File: src/power_format_defs.vh
// constants for the power mode and output format configuration block
`ifndef POWER_FORMAT_DEFS_VH
`define POWER_FORMAT_DEFS_VH

// register port offsets
`define RANGE_ACTIVE_CFG_ADDR 8'h15
`define POWER_FORMAT_CFG_ADDR 8'h16
`define RATE_DECIM_CFG_ADDR 8'h17
`define POWER_FORMAT_CFG_RESET 8'h00

// field positions inside power_format_cfg_reg
`define WAKE_PWR_HI 7
`define WAKE_PWR_LO 6
`define SLEEP_PWR_HI 5
`define SLEEP_PWR_LO 4
`define BYTE_ORDER_BIT 3
`define SPARE_BIT 2
`define TEMP_AINC_BIT 1
`define FAST_READ_BIT 0

// power mode encodings
`define PWR_LOW 2'h0
`define PWR_HIGH 2'h1

// output data address map
`define TEMP_OUT_ADDR 8'h01
`define OUT_X_ADDR 8'h04
`define OUT_Y_ADDR 8'h06
`define OUT_Z_ADDR 8'h08
`define VECTOR_MAGNITUDE_REG_ADDR 8'h0A
`define BUF_X_ADDR 8'h0C
`define BUF_Y_ADDR 8'h0E
`define BUF_Z_ADDR 8'h10
`define SAMPLE_LAST_ADDR 8'h11

// flexible mode base period, in tenths of a microsecond, and clock period
`define FLEX_BASE_US_X10 3125
`define CLK_PERIOD_NS 25
`define FLEX_BASE_CYCLES ((`FLEX_BASE_US_X10 * 100) / `CLK_PERIOD_NS)

`endif

File: src/flex_sample_timer.v
// sample period timer for flexible performance mode
`timescale 1ns/1ps
`include "power_format_defs.vh"

module flex_sample_timer #(
  parameter BASE_CYCLES = `FLEX_BASE_CYCLES
) (
  input wire clock,
  input wire rst,
  input wire clk_en,
  input wire run,
  input wire [11:0] idle_time,
  input wire [11:0] decim_factor,
  output reg sample_tick_q
);

  reg [15:0] base_q;
  reg [11:0] idle_q;
  reg [11:0] dec_q;
  wire base_end;
  wire idle_end;
  wire dec_end;
  wire [11:0] dec_last;

  // a decimation factor of zero is run as one
  assign dec_last = (decim_factor == 12'h000) ? 12'h000 : decim_factor - 12'h001;
  assign base_end = (base_q == BASE_CYCLES[15:0] - 16'h0001);
  assign idle_end = (idle_q == idle_time);
  assign dec_end = (dec_q >= dec_last);

  // nested counters: base unit, then idle+1 units, then decimation
  always @(posedge clock) begin
    if (rst) begin
      base_q <= 16'h0000;
      idle_q <= 12'h000;
      dec_q <= 12'h000;
      sample_tick_q <= 1'b0;
    end else if (clk_en) begin
      sample_tick_q <= 1'b0;
      if (!run) begin
        base_q <= 16'h0000;
        idle_q <= 12'h000;
        dec_q <= 12'h000;
      end else if (base_end) begin
        base_q <= 16'h0000;
        if (idle_end) begin
          idle_q <= 12'h000;
          if (dec_end) begin
            dec_q <= 12'h000;
            sample_tick_q <= 1'b1;
          end else begin
            dec_q <= dec_q + 12'h001;
          end
        end else begin
          idle_q <= idle_q + 12'h001;
        end
      end else begin
        base_q <= base_q + 16'h0001;
      end
    end
  end

endmodule // flex_sample_timer

File: src/power_format_cfg.v
// power mode and output format configuration register with read formatting
`timescale 1ns/1ps
`include "power_format_defs.vh"

module power_format_cfg #(
  parameter BASE_CYCLES = `FLEX_BASE_CYCLES
) (
  input wire clock,
  input wire rst,
  input wire clk_en,
  input wire [7:0] reg_addr,
  input wire reg_wr,
  input wire [7:0] reg_wdata,
  input wire reg_rd,
  output reg [7:0] reg_rdata_q,
  input wire [7:0] burst_addr,
  output reg [7:0] next_addr_q,
  input wire [7:0] ext_rdata,
  input wire [7:0] rate_decim_cfg_reg,
  input wire [11:0] wake_idle_time,
  input wire [11:0] sleep_idle_time,
  input wire [11:0] decim_factor,
  input wire in_sleep,
  input wire active,
  input wire [11:0] out_x,
  input wire [11:0] out_y,
  input wire [11:0] out_z,
  input wire [11:0] vector_magnitude_reg,
  input wire [11:0] buf_x,
  input wire [11:0] buf_y,
  input wire [11:0] buf_z,
  input wire [7:0] temp_out,
  output wire [1:0] wake_power_sel,
  output wire [1:0] sleep_power_sel,
  output reg [1:0] cur_power_sel_q,
  output reg [3:0] cur_rate_code_q,
  output reg [3:0] cur_decim_code_q,
  output reg cur_flexible_q,
  output wire byte_order_sel,
  output wire temp_autoinc_include,
  output wire fast_read,
  output wire sample_tick
);

  reg [7:0] power_format_cfg_reg_q;
  reg [7:0] fmt_byte;
  reg [7:0] read_d;
  reg [7:0] next_d;
  reg [11:0] sel_sample;
  reg in_sample;
  wire wake_flex;
  wire sleep_flex;
  wire cur_flex;
  wire [11:0] cur_idle;

  // rate code as seen by the rate tables; zero while the nibble means decimation
  function [3:0] rate_of;
    input flex;
    input [3:0] nib;
    begin
      rate_of = flex ? 4'h0 : nib;
    end
  endfunction

  // decimation code for flexible pacing; zero while the nibble means a rate
  function [3:0] decim_of;
    input flex;
    input [3:0] nib;
    begin
      decim_of = flex ? nib : 4'h0;
    end
  endfunction

  // flexible mode is any power selection with the top bit set
  function is_flex;
    input [1:0] pwr;
    begin
      is_flex = pwr[1];
    end
  endfunction

  // one byte of a 12 bit sample, by half and format
  function [7:0] sample_byte;
    input [11:0] smp;
    input upper_half;
    input big_end;
    input fast;
    begin
      if (fast)
        sample_byte = upper_half ? 8'h00 : smp[11:4];
      else if (big_end)
        sample_byte = upper_half ? {smp[3:0], 4'h0} : smp[11:4];
      else
        sample_byte = upper_half ? {4'h0, smp[11:8]} : smp[7:0];
    end
  endfunction

  // software write; bit 2 is stored and read back but steers nothing
  always @(posedge clock) begin
    if (rst) begin
      power_format_cfg_reg_q <= `POWER_FORMAT_CFG_RESET;
    end else if (clk_en && reg_wr && reg_addr == `POWER_FORMAT_CFG_ADDR) begin
      power_format_cfg_reg_q <= reg_wdata;
    end
  end

  // field outputs come straight from the register bits, so a write shows one cycle later
  // the power fields are not checked against the boot mode pin; keeping them low power is up to the host
  assign wake_power_sel = power_format_cfg_reg_q[`WAKE_PWR_HI:`WAKE_PWR_LO];
  assign sleep_power_sel = power_format_cfg_reg_q[`SLEEP_PWR_HI:`SLEEP_PWR_LO];
  assign byte_order_sel = power_format_cfg_reg_q[`BYTE_ORDER_BIT];
  assign temp_autoinc_include = power_format_cfg_reg_q[`TEMP_AINC_BIT];
  assign fast_read = power_format_cfg_reg_q[`FAST_READ_BIT];
  assign wake_flex = is_flex(wake_power_sel);
  assign sleep_flex = is_flex(sleep_power_sel);
  assign cur_flex = in_sleep ? sleep_flex : wake_flex;
  assign cur_idle = in_sleep ? sleep_idle_time : wake_idle_time;

  // nibble interpretation for the operating state in force
  // the rate register is sampled every enabled edge; the host only changes it in standby
  always @(posedge clock) begin
    if (rst) begin
      cur_power_sel_q <= `PWR_LOW;
      cur_rate_code_q <= 4'h0;
      cur_decim_code_q <= 4'h0;
      cur_flexible_q <= 1'b0;
    end else if (clk_en) begin
      cur_power_sel_q <= in_sleep ? sleep_power_sel : wake_power_sel;
      cur_flexible_q <= cur_flex;
      if (in_sleep) begin
        cur_rate_code_q <= rate_of(sleep_flex, rate_decim_cfg_reg[3:0]);
        cur_decim_code_q <= decim_of(sleep_flex, rate_decim_cfg_reg[3:0]);
      end else begin
        cur_rate_code_q <= rate_of(wake_flex, rate_decim_cfg_reg[7:4]);
        cur_decim_code_q <= decim_of(wake_flex, rate_decim_cfg_reg[7:4]);
      end
    end
  end

  // flexible mode pacing from idle time and decimation factor
  // the timer restarts whenever run drops; a wake/sleep switch with both modes flexible keeps run high and the partial period
  flex_sample_timer #(
    .BASE_CYCLES(BASE_CYCLES)
  ) u_timer (
    .clock(clock),
    .rst(rst),
    .clk_en(clk_en),
    .run(active && cur_flex),
    .idle_time(cur_idle),
    .decim_factor(decim_factor),
    .sample_tick_q(sample_tick)
  );

  // pick the sample that owns a formatted address
  always @* begin
    in_sample = 1'b1;
    sel_sample = 12'h000;
    case ({reg_addr[7:1], 1'b0})
      `OUT_X_ADDR: sel_sample = out_x;
      `OUT_Y_ADDR: sel_sample = out_y;
      `OUT_Z_ADDR: sel_sample = out_z;
      `VECTOR_MAGNITUDE_REG_ADDR: sel_sample = vector_magnitude_reg;
      `BUF_X_ADDR: sel_sample = buf_x;
      `BUF_Y_ADDR: sel_sample = buf_y;
      `BUF_Z_ADDR: sel_sample = buf_z;
      default: in_sample = 1'b0;
    endcase
    fmt_byte = sample_byte(sel_sample, reg_addr[0], byte_order_sel, fast_read);
  end

  // read data mux; non-sample fields pass through unformatted
  always @* begin
    if (reg_addr == `POWER_FORMAT_CFG_ADDR)
      read_d = power_format_cfg_reg_q;
    else if (in_sample)
      read_d = fmt_byte;
    else if (reg_addr == `TEMP_OUT_ADDR)
      read_d = temp_out;
    else
      read_d = ext_rdata;
  end

  // next burst address: fast read skips upper sample bytes, temp skip
  always @* begin
    next_d = burst_addr + 8'h01;
    if (fast_read && burst_addr >= `OUT_X_ADDR && burst_addr <= `SAMPLE_LAST_ADDR)
      next_d = {burst_addr[7:1], 1'b0} + 8'h02;
    else if (!temp_autoinc_include && next_d == `TEMP_OUT_ADDR)
      next_d = `TEMP_OUT_ADDR + 8'h01;
  end

  // registered answers to the register port
  // read data holds between reads so the serial side may shift it out at its own pace
  // the pointer answer is refreshed every enabled edge from the current pointer
  always @(posedge clock) begin
    if (rst) begin
      reg_rdata_q <= 8'h00;
      next_addr_q <= 8'h00;
    end else if (clk_en) begin
      if (reg_rd)
        reg_rdata_q <= read_d;
      next_addr_q <= next_d;
    end
  end

endmodule // power_format_cfg

File: config.mk
export PLATFORM = sky130hd
export DESIGN_NAME = power_format_cfg
export DESIGN_NICKNAME = d
export VERILOG_FILES = /design/src/flex_sample_timer.v /design/src/power_format_cfg.v
export VERILOG_INCLUDE_DIRS = /design/src
export SDC_FILE = /design/constraint.sdc
export NUM_CORES = 1
export LEC_CHECK = 0
export BUFFER_PORTS_ARGS = -buffer_cell sky130_fd_sc_hd__buf_2
export CORE_MARGIN = 2
export CORE_UTILIZATION = 50
export CTS_CLUSTER_SIZE = 10
export DETAILED_ROUTE_END_ITERATION = 8
export PLACE_DENSITY = 0.81
export SLEW_MARGIN = 20
export SYNTH_ARGS = -nofsm -noshare
export SYNTH_HDL_FRONTEND = slang
export SYNTH_SLANG_ARGS = --single-unit
File: constraint.sdc
create_clock -name clock -period 3.5 [get_ports clock]
set_input_delay 0.35 -clock clock [delete_from_list [all_inputs] [get_ports clock]]
set_output_delay 0.35 -clock clock [all_outputs]
set_load 0.01 [all_outputs]
# Word-level counts from Yosys, hierarchy flattened
# Index checks and enable logic that the tools add are counted.
dict set report word_totals {
  ff_bits 76
  input_bits 175
  word_cells 81
}
dict set report op_classes {
  n_addsub 6
  n_lt_le_gt_ge 3
  eq_ne 14
  muxes 35
  n_reduce_logical 12
}
# cell count
set ops {}
lappend ops {{$mux 12} 9}
lappend ops {{$pmux 12 s7} 1}
lappend ops {{$mux 8} 10}
lappend ops {{$mux 16} 2}
lappend ops {{$eq 7x3->1 const B} 4}
lappend ops {{$add 12x1->12 const B} 2}
lappend ops {{$mux 4} 6}
lappend ops {{$add 16x1->16 const B} 1}
lappend ops {{$eq 16x14->1 const B} 1}
lappend ops {{$eq 8x1->1 const B} 2}
lappend ops {{$eq 7x2->1 const B} 2}
lappend ops {{$eq 12x12->1} 1}
lappend ops {{$ge 12x12->1} 1}
lappend ops {{$logic_not 12->1} 1}
lappend ops {{$sub 12x1->12 const B} 1}
lappend ops {{$add 8x1->8 const B} 1}
lappend ops {{$add 8x2->8 const B} 1}
lappend ops {{$eq 8x5->1 const B} 1}
lappend ops {{$ge 8x3->1 const B} 1}
lappend ops {{$le 8x5->1 const B} 1}
lappend ops {{$eq 7x4->1 const B} 1}
lappend ops {{$reduce_or 7->1} 1}
lappend ops {{$logic_and 1x1->1} 6}
lappend ops {{$mux 1} 6}
lappend ops {{other kinds (5)} 7}

# Depth between registers and ports, before layout
# Gate-level depths: netlist (run 1).
dict set report logic_depth {
  word_depth 7
  ltp_mapped 14
  mapped_depth_nobuf 13
}

# Modules after synthesis
# Synthesis (run 1) repeated with hierarchy kept, for this count alone.
dict set report unflattened {
  cells_unflattened 705
  area_unflattened_um2 5659.2
}
# module n_inst cells_per_inst area_per_inst_um2 seq_area_each_um2
set by_module_without_submodules {}
lappend by_module_without_submodules {power_format_cfg 1 385 3065.4 680.7}
lappend by_module_without_submodules {flex_sample_timer 1 320 2593.7 820.8}

# Worst setup path before layout (run 1)
# Ideal clock, no wire load.
dict set report synth_timing {
  path_type {input -> register}
  start {input port decim_factor[9]}
  end {register u_timer.dec_q[11]}
  t_arrival_ps 2908
  t_required_ps 3431
  slack_ps 523
  path_stages 13
  cell_sequence {or4_1 > nor2_1 > nand2_1 > nand2_1 > ha_1 > a211o_1 > o211ai_1 > a21oi_1 > o32a_1 > nor4_2 > buf_4 > o21ai_1 > o21ai_1}
}
dict set report synth_via {
  elab_chain_len 7
  elab_cells_between_ends 8
}
# item line
set synth_rtl {}
lappend synth_rtl {{start: declaration} power_format_cfg.v:22} ;# input wire [11:0] decim_factor,
lappend synth_rtl {{$sub 12x1->12 or $logic_not 12->1 (tied branches)} flex_sample_timer.v:26} ;# assign dec_last = (decim_factor == 12'h000) ? 12'h000 : decim_factor - 12'h001;
lappend synth_rtl {{$mux 12 (*)} flex_sample_timer.v:26}
lappend synth_rtl {{$ge 12x12->1 (*)} flex_sample_timer.v:29} ;# assign dec_end = (dec_q >= dec_last);
lappend synth_rtl {{$mux 12 (*)} flex_sample_timer.v:48} ;# if (dec_end) begin
lappend synth_rtl {{$mux 12 (*)} flex_sample_timer.v:46} ;# if (idle_end) begin
lappend synth_rtl {{$mux 12 (*)} flex_sample_timer.v:44} ;# end else if (base_end) begin
lappend synth_rtl {{$mux 12 (*)} flex_sample_timer.v:40} ;# if (!run) begin
lappend synth_rtl {{end signal: assignment} flex_sample_timer.v:52} ;# dec_q <= dec_q + 12'h001;
lappend synth_rtl {{end: declaration} flex_sample_timer.v:19} ;# reg [11:0] dec_q;
# Mark *: on every way between the ends. The rest lies on a longest branch, timed or not. The select of a mux whose other input is x is not followed.
# A chain may end at the register's enable or synchronous reset.

# Worst setup path after layout (run 1)
dict set report layout_timing {
  start {input port decim_factor[2]}
  end {register u_timer.dec_q[3]}
}
# Same word-level chain as after synthesis.

==> results.yml, run 1 <==
worst_setup_path:
  cp.arrival_ns: 3.11
  critPathRequiredTime_ns: 3.78
  worstSetupEndpointType: "flip-flop"
  path_max_fanout: 12
  start_kind: "primary input"
  critPathKind: "in2reg"
layout:
  nNetsFinal: 1063
  area_growth_pct: 22.9
  mostFrequentLayoutCells: "209 x buf_2, 85 x nor2_1, 75 x dfxtp_1"
  drive_above_1_share_pct: 29.2
  antenna_cells: 0
  fillers: 1009
  utilization_pct: 62.3
  final_common_cell: "buf_2"
power:
  power_density_mw_per_mm2: 274
  leakagePower_nw: 2.89
  vdd_drop_max_v: 0.000174
  power.total_mw: 1.84
clock_network:
  cts_made_buffers: 9
  path_clk_slew_ns: 0.08
  cts_resized: 0
  post_cts_buffers: 0
  clkLatencyLatePin_ns: 0.34
  clock_sinks: 75
  hold_buffers: 0
  htree_levels: 3
  cts_root_buffer: "clkbuf_8"
  cts_tree: "yes"
  clk_path_buf_depth: 2
timing:
  period_needed_ns: 2.84
  fin_crit_sh_pct: 81.0
  hold_viol_final: 0
  slew_headroom_pct: 50.4
  rsz0062_at_grt: "no"
  final-max-slew-violation-count: 0
  max_freq_mhz: 353
  fin_skew_ns: 0.00943
  whs_ns: 0.243
  final.setup.worst_slack_ns: 0.664
  worstMarginPinSlew_ns: 0.744
  setup_violations: 0
  setup_tns_ns: 0
logic_synthesis:
  ys_warn_count: 0
  netlist-cell-type-count: 69
  syn_inst: 677
  async_flop_share_pct: 0
  avgSynthCellArea_um2: 8.05
  ys_seq_elements: 75
  synth.net_count: 874
  synth_edf_count: 0
  synth_flop_cell: "dfxtp_1"
  synth.yosys.seq_area_share_pct: 27.6
  syn_area_mm2: 0.00545
floorplan:
  fp.dieH_um: 108
  die_area_mm2: 0.0117
  io_pins: 210
  start_util_pct: 50.7
  die_x_um: 108
  coreArea_mm2: 0.0107
  rows: 38
flow_run:
  maxCapViolations: 0
placed_design:
  gp_congestion: 0.974
  hpwl_um: 12800
  place_ws_ns: 0.287
  io_buffers: 209
routing:
  avgViaCountPerCell: 5.71
  routed_wl_um: 16000
  drcViolationCount: 0
  postRouteAntennaNets: 0
  vias: 5777
  drt_iter0_markers: 412
  dr.pass1.iters: 7
  post_drt_wl_per_cell_um: 15.8
global_routing:
  grt_start_max_net_pins: 39
  grt_first_pass_wirelength_um: 25300
  antenna_found_initial: 0
  gr-total-overflow: 0
  grt_pass1_vias: 5281
  grt_usage_pct: 27.0
min_path:
  hold_path_class: "in2reg"
outcome:
  outcome: "complete, no violations"
[state kept, by name, summed over array words and instances, names as in the netlist]
register and cells:
u_timer.base_q 16, cur_rate_code_q 4, cur_power_sel_q 2, u_timer.dec_q 12, next_addr_q 8, power_format_cfg_reg_q 8
cur_decim_code_q 4, u_timer.idle_q 12, u_timer.sample_tick_q 1, reg_rdata_q 8
[critical path, cell delays in order]
cell	delay, ns
buf_2	0.13
nor3_1	0.44
nand2_1	0.16
nor4_1	0.28
xor2_1	0.17
nand2_1	0.08
ha_1	0.28
nand4_1	0.09
o21ai_0	0.10
o32a_1	0.34
nor4_2	0.25
buf_4	0.22
a21oi_1	0.08
a31oi_1	0.14
[cell families after synthesis]
logic type               synth area share (%)
AND/OR/NAND/NOR                          24.0
multiplexers                             12.1
flip-flops                               27.6
adder cells (fa/ha/maj)                  5.05
buffers and inverters                    4.89
AO/OA/AOI/OAI                            18.9
XOR/XNOR                                 7.55
[report_power, final]
group / leakage, nW / total (mW) / internal [mW] / switching (mW)
Combinational: 2.20 / 0.374 / 0.180 / 0.195
Clock: 0.0799 / 0.579 / 0.260 / 0.319
Sequential: 0.609 / 0.884 / 0.872 / 0.0117
Total: 2.89 / 1.84 / 1.31 / 0.525
[through the flow]
step	area, µm²	cells
floorplan	5450	677
global placement	6530	995
detailed placement	6530	995
CTS	6700	1011
global route	6700	1011
finish	6700	1011
[cell usage after synthesis, types with 3 or more instances]
library cell	n	share of area, %
nor4_1	6	0.69
buf_1	5	0.34
buf_2	9	0.83
or3_1	4	0.46
mux2_2	3	0.62
nand4_1	13	1.5
xor2_1	23	3.7
a211oi_1	13	1.8
nand2_1	58	4.0
o21ai_0	21	1.9
nor4_2	3	0.69
mux4_2	9	3.7
inv_1	20	1.4
o311ai_1	3	0.48
a22oi_1	6	0.83
nor2b_1	6	0.69
a31oi_1	8	0.92
and2_1	3	0.34
and4_1	3	0.48
dfxtp_1	75	28
nor3_1	26	2.4
ha_1	22	5.1
o21a_1	5	0.69
a21oi_1	28	2.6
mux2i_1	41	7.5
o21ai_1	28	2.6
nand3_1	26	2.4
and3_1	9	1.0
a221oi_1	7	1.1
nand3b_1	4	0.55
clkbuf_1	14	0.96
nor2_1	85	5.9
xnor2_1	24	3.9
o211ai_1	6	0.83
a32oi_1	8	1.3
buf_4	8	1.1
o32a_1	3	0.55
[layout make-up]
cell class	count	area, µm²	area share (%)
inverter	21	78.8	1.18
clock inverter	5	37.5	0.561
clock buffer	11	131	1.96
multi-input combinational	544	3680	55.0
tap	140	175	2.62
sequential	75	1500	22.4
timing repair buffer	215	1090	16.3
[worst paths after layout]
path | startpoint | cells past startpoint | to | slack [ns]
max | decim_factor[2] | 14 | u_timer.dec_q[3] | 0.66
min | reg_wdata[7] | 3 | power_format_cfg_reg_q[7] | 0.24
max reg2reg | u_timer.base_q[0] | 8 | u_timer.dec_q[8] | 1.13
min reg2reg | reg_rdata_q[3] | 2 | reg_rdata_q[3] | 0.45
[per-layer routing]
metal | track usage (%) | share of wire (%) | up-vias
li1 | - | - | 2862
met1 | 34.8 | 42 | 2647
met2 | 45.2 | 47 | 236
met3 | 6.69 | 8.8 | 32
met4 | 7.05 | 2.0 | 0
met5 | 0 | 0 | -
Power figures use the tool's default switching activity.
==> run 2, diff against run 1 <==
--- a/config.mk
+++ b/config.mk
@@ -8,10 +8,10 @@
 export LEC_CHECK = 0
 export BUFFER_PORTS_ARGS = -buffer_cell sky130_fd_sc_hd__buf_2
 export CORE_MARGIN = 2
-export CORE_UTILIZATION = 50
+export CORE_UTILIZATION = 45
 export CTS_CLUSTER_SIZE = 10
 export DETAILED_ROUTE_END_ITERATION = 8
-export PLACE_DENSITY = 0.81
+export PLACE_DENSITY = 0.77
 export SLEW_MARGIN = 20
 export SYNTH_ARGS = -nofsm -noshare
 export SYNTH_HDL_FRONTEND = slang
==> constraint.sdc (replaced) <==
create_clock -name clock -period 2.3 [get_ports clock]
set_input_delay 0.23 -clock clock [delete_from_list [all_inputs] [get_ports clock]]
set_output_delay 0.23 -clock clock [all_outputs]
set_load 0.01 [all_outputs]
==> run 2 against run 1 <==
The flow now finishes with violations (negative setup slack). Utilization decreased by 0.072 points. First-iteration DRC count rose by 16%. Non-clock buffer count increased by 54. Power rose by 83%. Clock skew shrank 0.0021 ns. Clock power grew 140%. Clock-buffer cell count is 2 lower. Critical endpoint is now u_timer.sample_tick_q. Largest cell class unchanged. Largest power group is now clock.
==> results.yml, run 2 (same netlist as run 1, synthesis figures left out) <==
outcome:
  outcome: "finished with violations"
  violations: "negative setup slack"
timing:
  fin_skew_ns: 0.00737
  final.setup.worst_slack_ns: -0.241
  final-max-slew-violation-count: 0
  rsz0062_at_grt: "yes"
  hold_viol_final: 0
  setup_violations: 13
  worstMarginPinSlew_ns: 0.484
  whs_ns: 0.129
  fin_crit_sh_pct: 110
  period_needed_ns: 2.54
  max_freq_mhz: 394
  slew_headroom_pct: 67.7
  setup_tns_ns: -1.57
min_path:
  holdPathStages: 3
  min-delay-start: "reg_wdata[6]"
  hold_path_class: "in2reg"
  holdPathEnd: "power_format_cfg_reg_q[6]"
routing:
  avgViaCountPerCell: 5.60
  post_drt_wl_per_cell_um: 15.8
  dr.pass1.iters: 5
  top_layer_used: "met4"
  postRouteAntennaNets: 0
  wl_met2_um: 8110
  drt_iter0_markers: 476
  routed_wl_um: 16900
  met1_length_um: 7210
  drcViolationCount: 0
  wl_met3_um: 1250
  vias: 6000
placed_design:
  dp_cells: 1051
  post_dp_cell_area_mm2: 0.00697
  place_ws_ns: -0.565
  hpwl_um: 13400
  gp_congestion: 1.01
  io_buffers: 209
layout:
  nNetsFinal: 1117
  area_growth_pct: 36.1
  largest-register: "u_timer.base_q"
  mostFrequentLayoutCells: "208 x buf_2, 84 x nor2_1, 75 x dfxtp_1"
  drive_above_1_share_pct: 35.4
  antenna_cells: 0
  top_regs: "u_timer.base_q (16), u_timer.dec_q (12), u_timer.idle_q (12)"
  design_area_mm2: 0.00741
  final_common_cell: "buf_2"
  layout.cells.non_filler: 1072
  utilization_pct: 62.2
  largest_reg_flops: 16
worst_setup_path:
  path_max_fanout: 3
  critPathRequiredTime_ns: 2.57
  cp.arrival_ns: 2.81
  r2r_setup_slack_ns: 0.07
  worstSetupEndpointType: "flip-flop"
  r2r_start: "u_timer.base_q[0]"
  timing.rr.end: "u_timer.dec_q[3]"
  critPathKind: "in2reg"
  r2r_cells: 9
  start_kind: "primary input"
global_routing:
  grt_usage_pct: 26.3
  grt_pass1_vias: 5784
  grt_first_pass_wirelength_um: 27500
  grt_start_max_net_pins: 26
  antenna_found_initial: 0
  gr-total-overflow: 0
power:
  power_density_mw_per_mm2: 453
  swShare_pct: 28.3
  combPwrFrac_pct: 18.9
  power.total_mw: 3.36
  p_seq_share_pct: 40.1
  vdd_drop_max_v: 0.000452
  p_int_mw: 2.41
  p_sw_mw: 0.951
  leakagePower_nw: 3.26
  clkPwrFrac_pct: 41.0
floorplan:
  fp.dieH_um: 114
  die_area_mm2: 0.0130
  start_util_pct: 45.7
  rows: 40
  die_x_um: 114
  io_pins: 210
  coreArea_mm2: 0.0119
flow_run:
  maxCapViolations: 0
clock_network:
  clkLatencyLatePin_ns: 0.34
  cts_tree: "yes"
  path_clk_slew_ns: 0.07
  htree_levels: 3
  clk_path_buf_depth: 2
  cts_made_buffers: 9
  cts_root_buffer: "clkbuf_16"
  clock_sinks: 75
-- run 2: cell count changes in the layout (fill, tap and decap cells not counted), sizes merged --
cell      change
clkinvlp      -1
buf          +54
clkbuf        -2
inv           +3
-- run 2: worst max path at each step --
stage,startpoint,to,cells after the start
floorplan,decim_factor[9],u_timer.dec_q[5],13
global placement,decim_factor[9],u_timer.dec_q[3],14
detailed placement,decim_factor[9],u_timer.dec_q[8],14
CTS,decim_factor[9],u_timer.dec_q[3],14
global route,decim_factor[5],u_timer.dec_q[3],14
finish,decim_factor[9],u_timer.sample_tick_q,14
-- run 2: final cells by class --
class,instances,area (µm²)
Fill cell,1037,4500
Inverter,21,78.8
Timing Repair Buffer,269,1550
Tap cell,147,184
Clock buffer,9,225
Sequential cell,75,1500
Multi-Input combinational cell,544,3810
Clock inverter,7,67.6
-- run 2: layer usage --
metal | up-vias | GRT usage (%)
met4 | 0 | 8.37
met2 | 206 | 44.6
met1 | 2787 | 33.0
met5 | - | 0
met3 | 33 | 6.22
li1 | 2974 | -
-- run 2: power groups by stage --
stage	sequential, mW	combinational, mW	clock (mW)
floorplan	1.39	0.295	0
global placement	1.38	0.607	0
detailed placement	1.38	0.615	0
CTS	1.35	0.628	1.41
global route	1.35	0.696	1.45
finish	1.35	0.635	1.38
-- run 2: critical path, stage by stage --
cell      delay (ns)
buf_6           0.09
or4_4           0.54
nor2_4          0.16
buf_4           0.13
a21oi_1         0.06
ha_1            0.27
nand2b_1        0.09
nand3_1         0.07
a211oi_1        0.25
o32a_1          0.27
buf_4           0.15
inv_1           0.04
or3_1           0.33
a21oi_1         0.14
-- run 2: timing repair --
| action | 4_1_cts | 5_1_grt |
|---|---|---|
| buffers inserted | 4 | 0 |
| pin swaps | 0 | 4 |
| gates cloned | 1 | 0 |
| hold endpoints to repair | 0 | 0 |
| hold buffers | 0 | 0 |
| setup endpoints to repair | 13 | 15 |
| resized for setup | 17 | 5 |
==> run 3, diff against run 2 <==
==> constraint.sdc (replaced) <==
create_clock -name clock -period 2.3 [get_ports clock]
set_input_delay 0.345 -clock clock [delete_from_list [all_inputs] [get_ports clock]]
set_output_delay 0.345 -clock clock [all_outputs]
set_load 0.01 [all_outputs]
==> run 3 against run 2 <==
The flow still finishes with violations (negative setup slack). Flip-flop and latch count is the same. Clock-buffer cell count is the same. Worst hold slack gained 0.11 ns. Combinational power grew 1%. Register-to-register slack gained 0.06 ns. Power shrank 1.0%. Fmax shrank 5.0%. Highest routed layer unchanged. Largest cell class unchanged. Largest power group is now registers. Utilization grew 0.44 points.
==> results.yml, run 3 (same netlist as run 1, synthesis figures left out) <==
clock_network:
  cts_made_buffers: 9
  clkLatencyLatePin_ns: 0.34
  clock_sinks: 75
  path_clk_slew_ns: 0.07
  hold_buffers: 0
  cts_root_buffer: "clkbuf_16"
  cts_tree: "yes"
  clk_path_buf_depth: 2
  htree_levels: 3
power:
  power_density_mw_per_mm2: 445
  power.total_mw: 3.33
  vdd_drop_max_v: 0.000342
  leakagePower_nw: 3.28
layout:
  fillers: 1052
  drive_above_1_share_pct: 36.2
  top_regs: "u_timer.base_q (16), u_timer.dec_q (12), u_timer.idle_q (12)"
  nNetsFinal: 1125
  area_growth_pct: 37.0
  largest-register: "u_timer.base_q"
  antenna_cells: 0
  largest_reg_flops: 16
  mostFrequentLayoutCells: "209 x buf_2, 84 x nor2_1, 75 x dfxtp_1"
  design_area_mm2: 0.00747
  final_common_cell: "buf_2"
flow_run:
  maxCapViolations: 0
timing:
  slew_headroom_pct: 67.2
  setup_violations: 13
  setup_tns_ns: -3.97
  max_freq_mhz: 374
  rsz0062_at_grt: "yes"
  final-max-slew-violation-count: 0
  hold_viol_final: 0
  fin_crit_sh_pct: 116
  final.setup.worst_slack_ns: -0.374
  fin_skew_ns: 0.0101
  worstMarginPinSlew_ns: 0.488
  period_needed_ns: 2.67
floorplan:
  rows: 40
  die_x_um: 114
  die_area_mm2: 0.0130
  start_util_pct: 45.7
  coreArea_mm2: 0.0119
  fp.dieH_um: 114
  io_pins: 210
worst_setup_path:
  cp.arrival_ns: 2.94
  critPathRequiredTime_ns: 2.57
  critPathKind: "in2reg"
  path_max_fanout: 3
  start_kind: "primary input"
  worstSetupEndpointType: "flip-flop"
placed_design:
  hpwl_um: 13600
  place_ws_ns: -0.680
  post_dp_cell_area_mm2: 0.00703
  io_buffers: 209
  gp_congestion: 0.972
global_routing:
  grt_first_pass_wirelength_um: 27000
  antenna_found_initial: 0
  grt_start_max_net_pins: 26
  grt_usage_pct: 25.9
  gr-total-overflow: 0
  grt_pass1_vias: 5622
routing:
  postRouteAntennaNets: 0
  drcViolationCount: 0
  avgViaCountPerCell: 5.56
  dr.pass1.iters: 5
  vias: 6006
  routed_wl_um: 17200
  post_drt_wl_per_cell_um: 15.9
  drt_iter0_markers: 486
outcome:
  violations: "negative setup slack"
  outcome: "finished with violations"
min_path:
  hold_path_class: "in2reg"
-- run 3: through the flow --
step | utilization [%] | hold slack [ns] | instances
floorplan | - | 0.453 | 677
global placement | 59.0 | 0.432 | 1060
detailed placement | 59.0 | 0.438 | 1060
CTS | 62.2 | 0.233 | 1078
global route | 62.7 | 0.250 | 1080
finish | 62.7 | 0.240 | 1080
-- run 3: final timing paths --
check | end | cells after the start | startpoint | slack [ns]
worst max-delay path | u_timer.sample_tick_q | 15 | decim_factor[9] | -0.37
worst min-delay path | power_format_cfg_reg_q[1] | 3 | reg_wdata[1] | 0.24
worst max register to register | u_timer.dec_q[3] | 9 | u_timer.dec_q[5] | 0.13
worst min register to register | reg_rdata_q[5] | 1 | reg_rdata_q[5] | 0.45
-- run 3: layout make-up --
class,instances,area [µm²],share of cell area [%]
Timing Repair Buffer,277,1600,21.4
Clock buffer,9,225,3.02
Inverter,21,78.8,1.06
Clock inverter,7,58.8,0.788
Multi-Input combinational cell,544,3820,51.1
Tap cell,147,184,2.46
Sequential cell,75,1500,20.1
-- run 3: metal layers --
metal,global-route usage [%],routed length [µm]
met1,33.3,7450
met2,43.9,8160
met3,4.89,1180
met4,8.54,426
met5,0,0
-- run 3: critical path, stage by stage --
cell,delay [ns]
buf_6,0.09
or4_4,0.54
nor2_4,0.17
nand3_2,0.11
buf_4,0.14
buf_4,0.13
a21oi_2,0.16
ha_2,0.22
nor3_2,0.04
o21ai_1,0.07
o32a_1,0.26
buf_6,0.13
inv_1,0.03
or3_1,0.35
a21oi_2,0.13
-- run 3: power breakdown --
| group | switching (mW) | leakage, nW | internal [mW] |
|---|---|---|---|
| registers | 0.0188 | 0.609 | 1.33 |
| clock network | 0.591 | 0.127 | 0.745 |
| logic | 0.319 | 2.55 | 0.323 |
| total | 0.929 | 3.28 | 2.40 |
-- run 3: what timing repair did --
action / in CTS / in global routing
resized for setup: 17 / 10
setup buffers: 2 / 1
pin swaps: 8 / 8
cloned: 0 / 1
endpoints found under the setup margin: 13 / 24
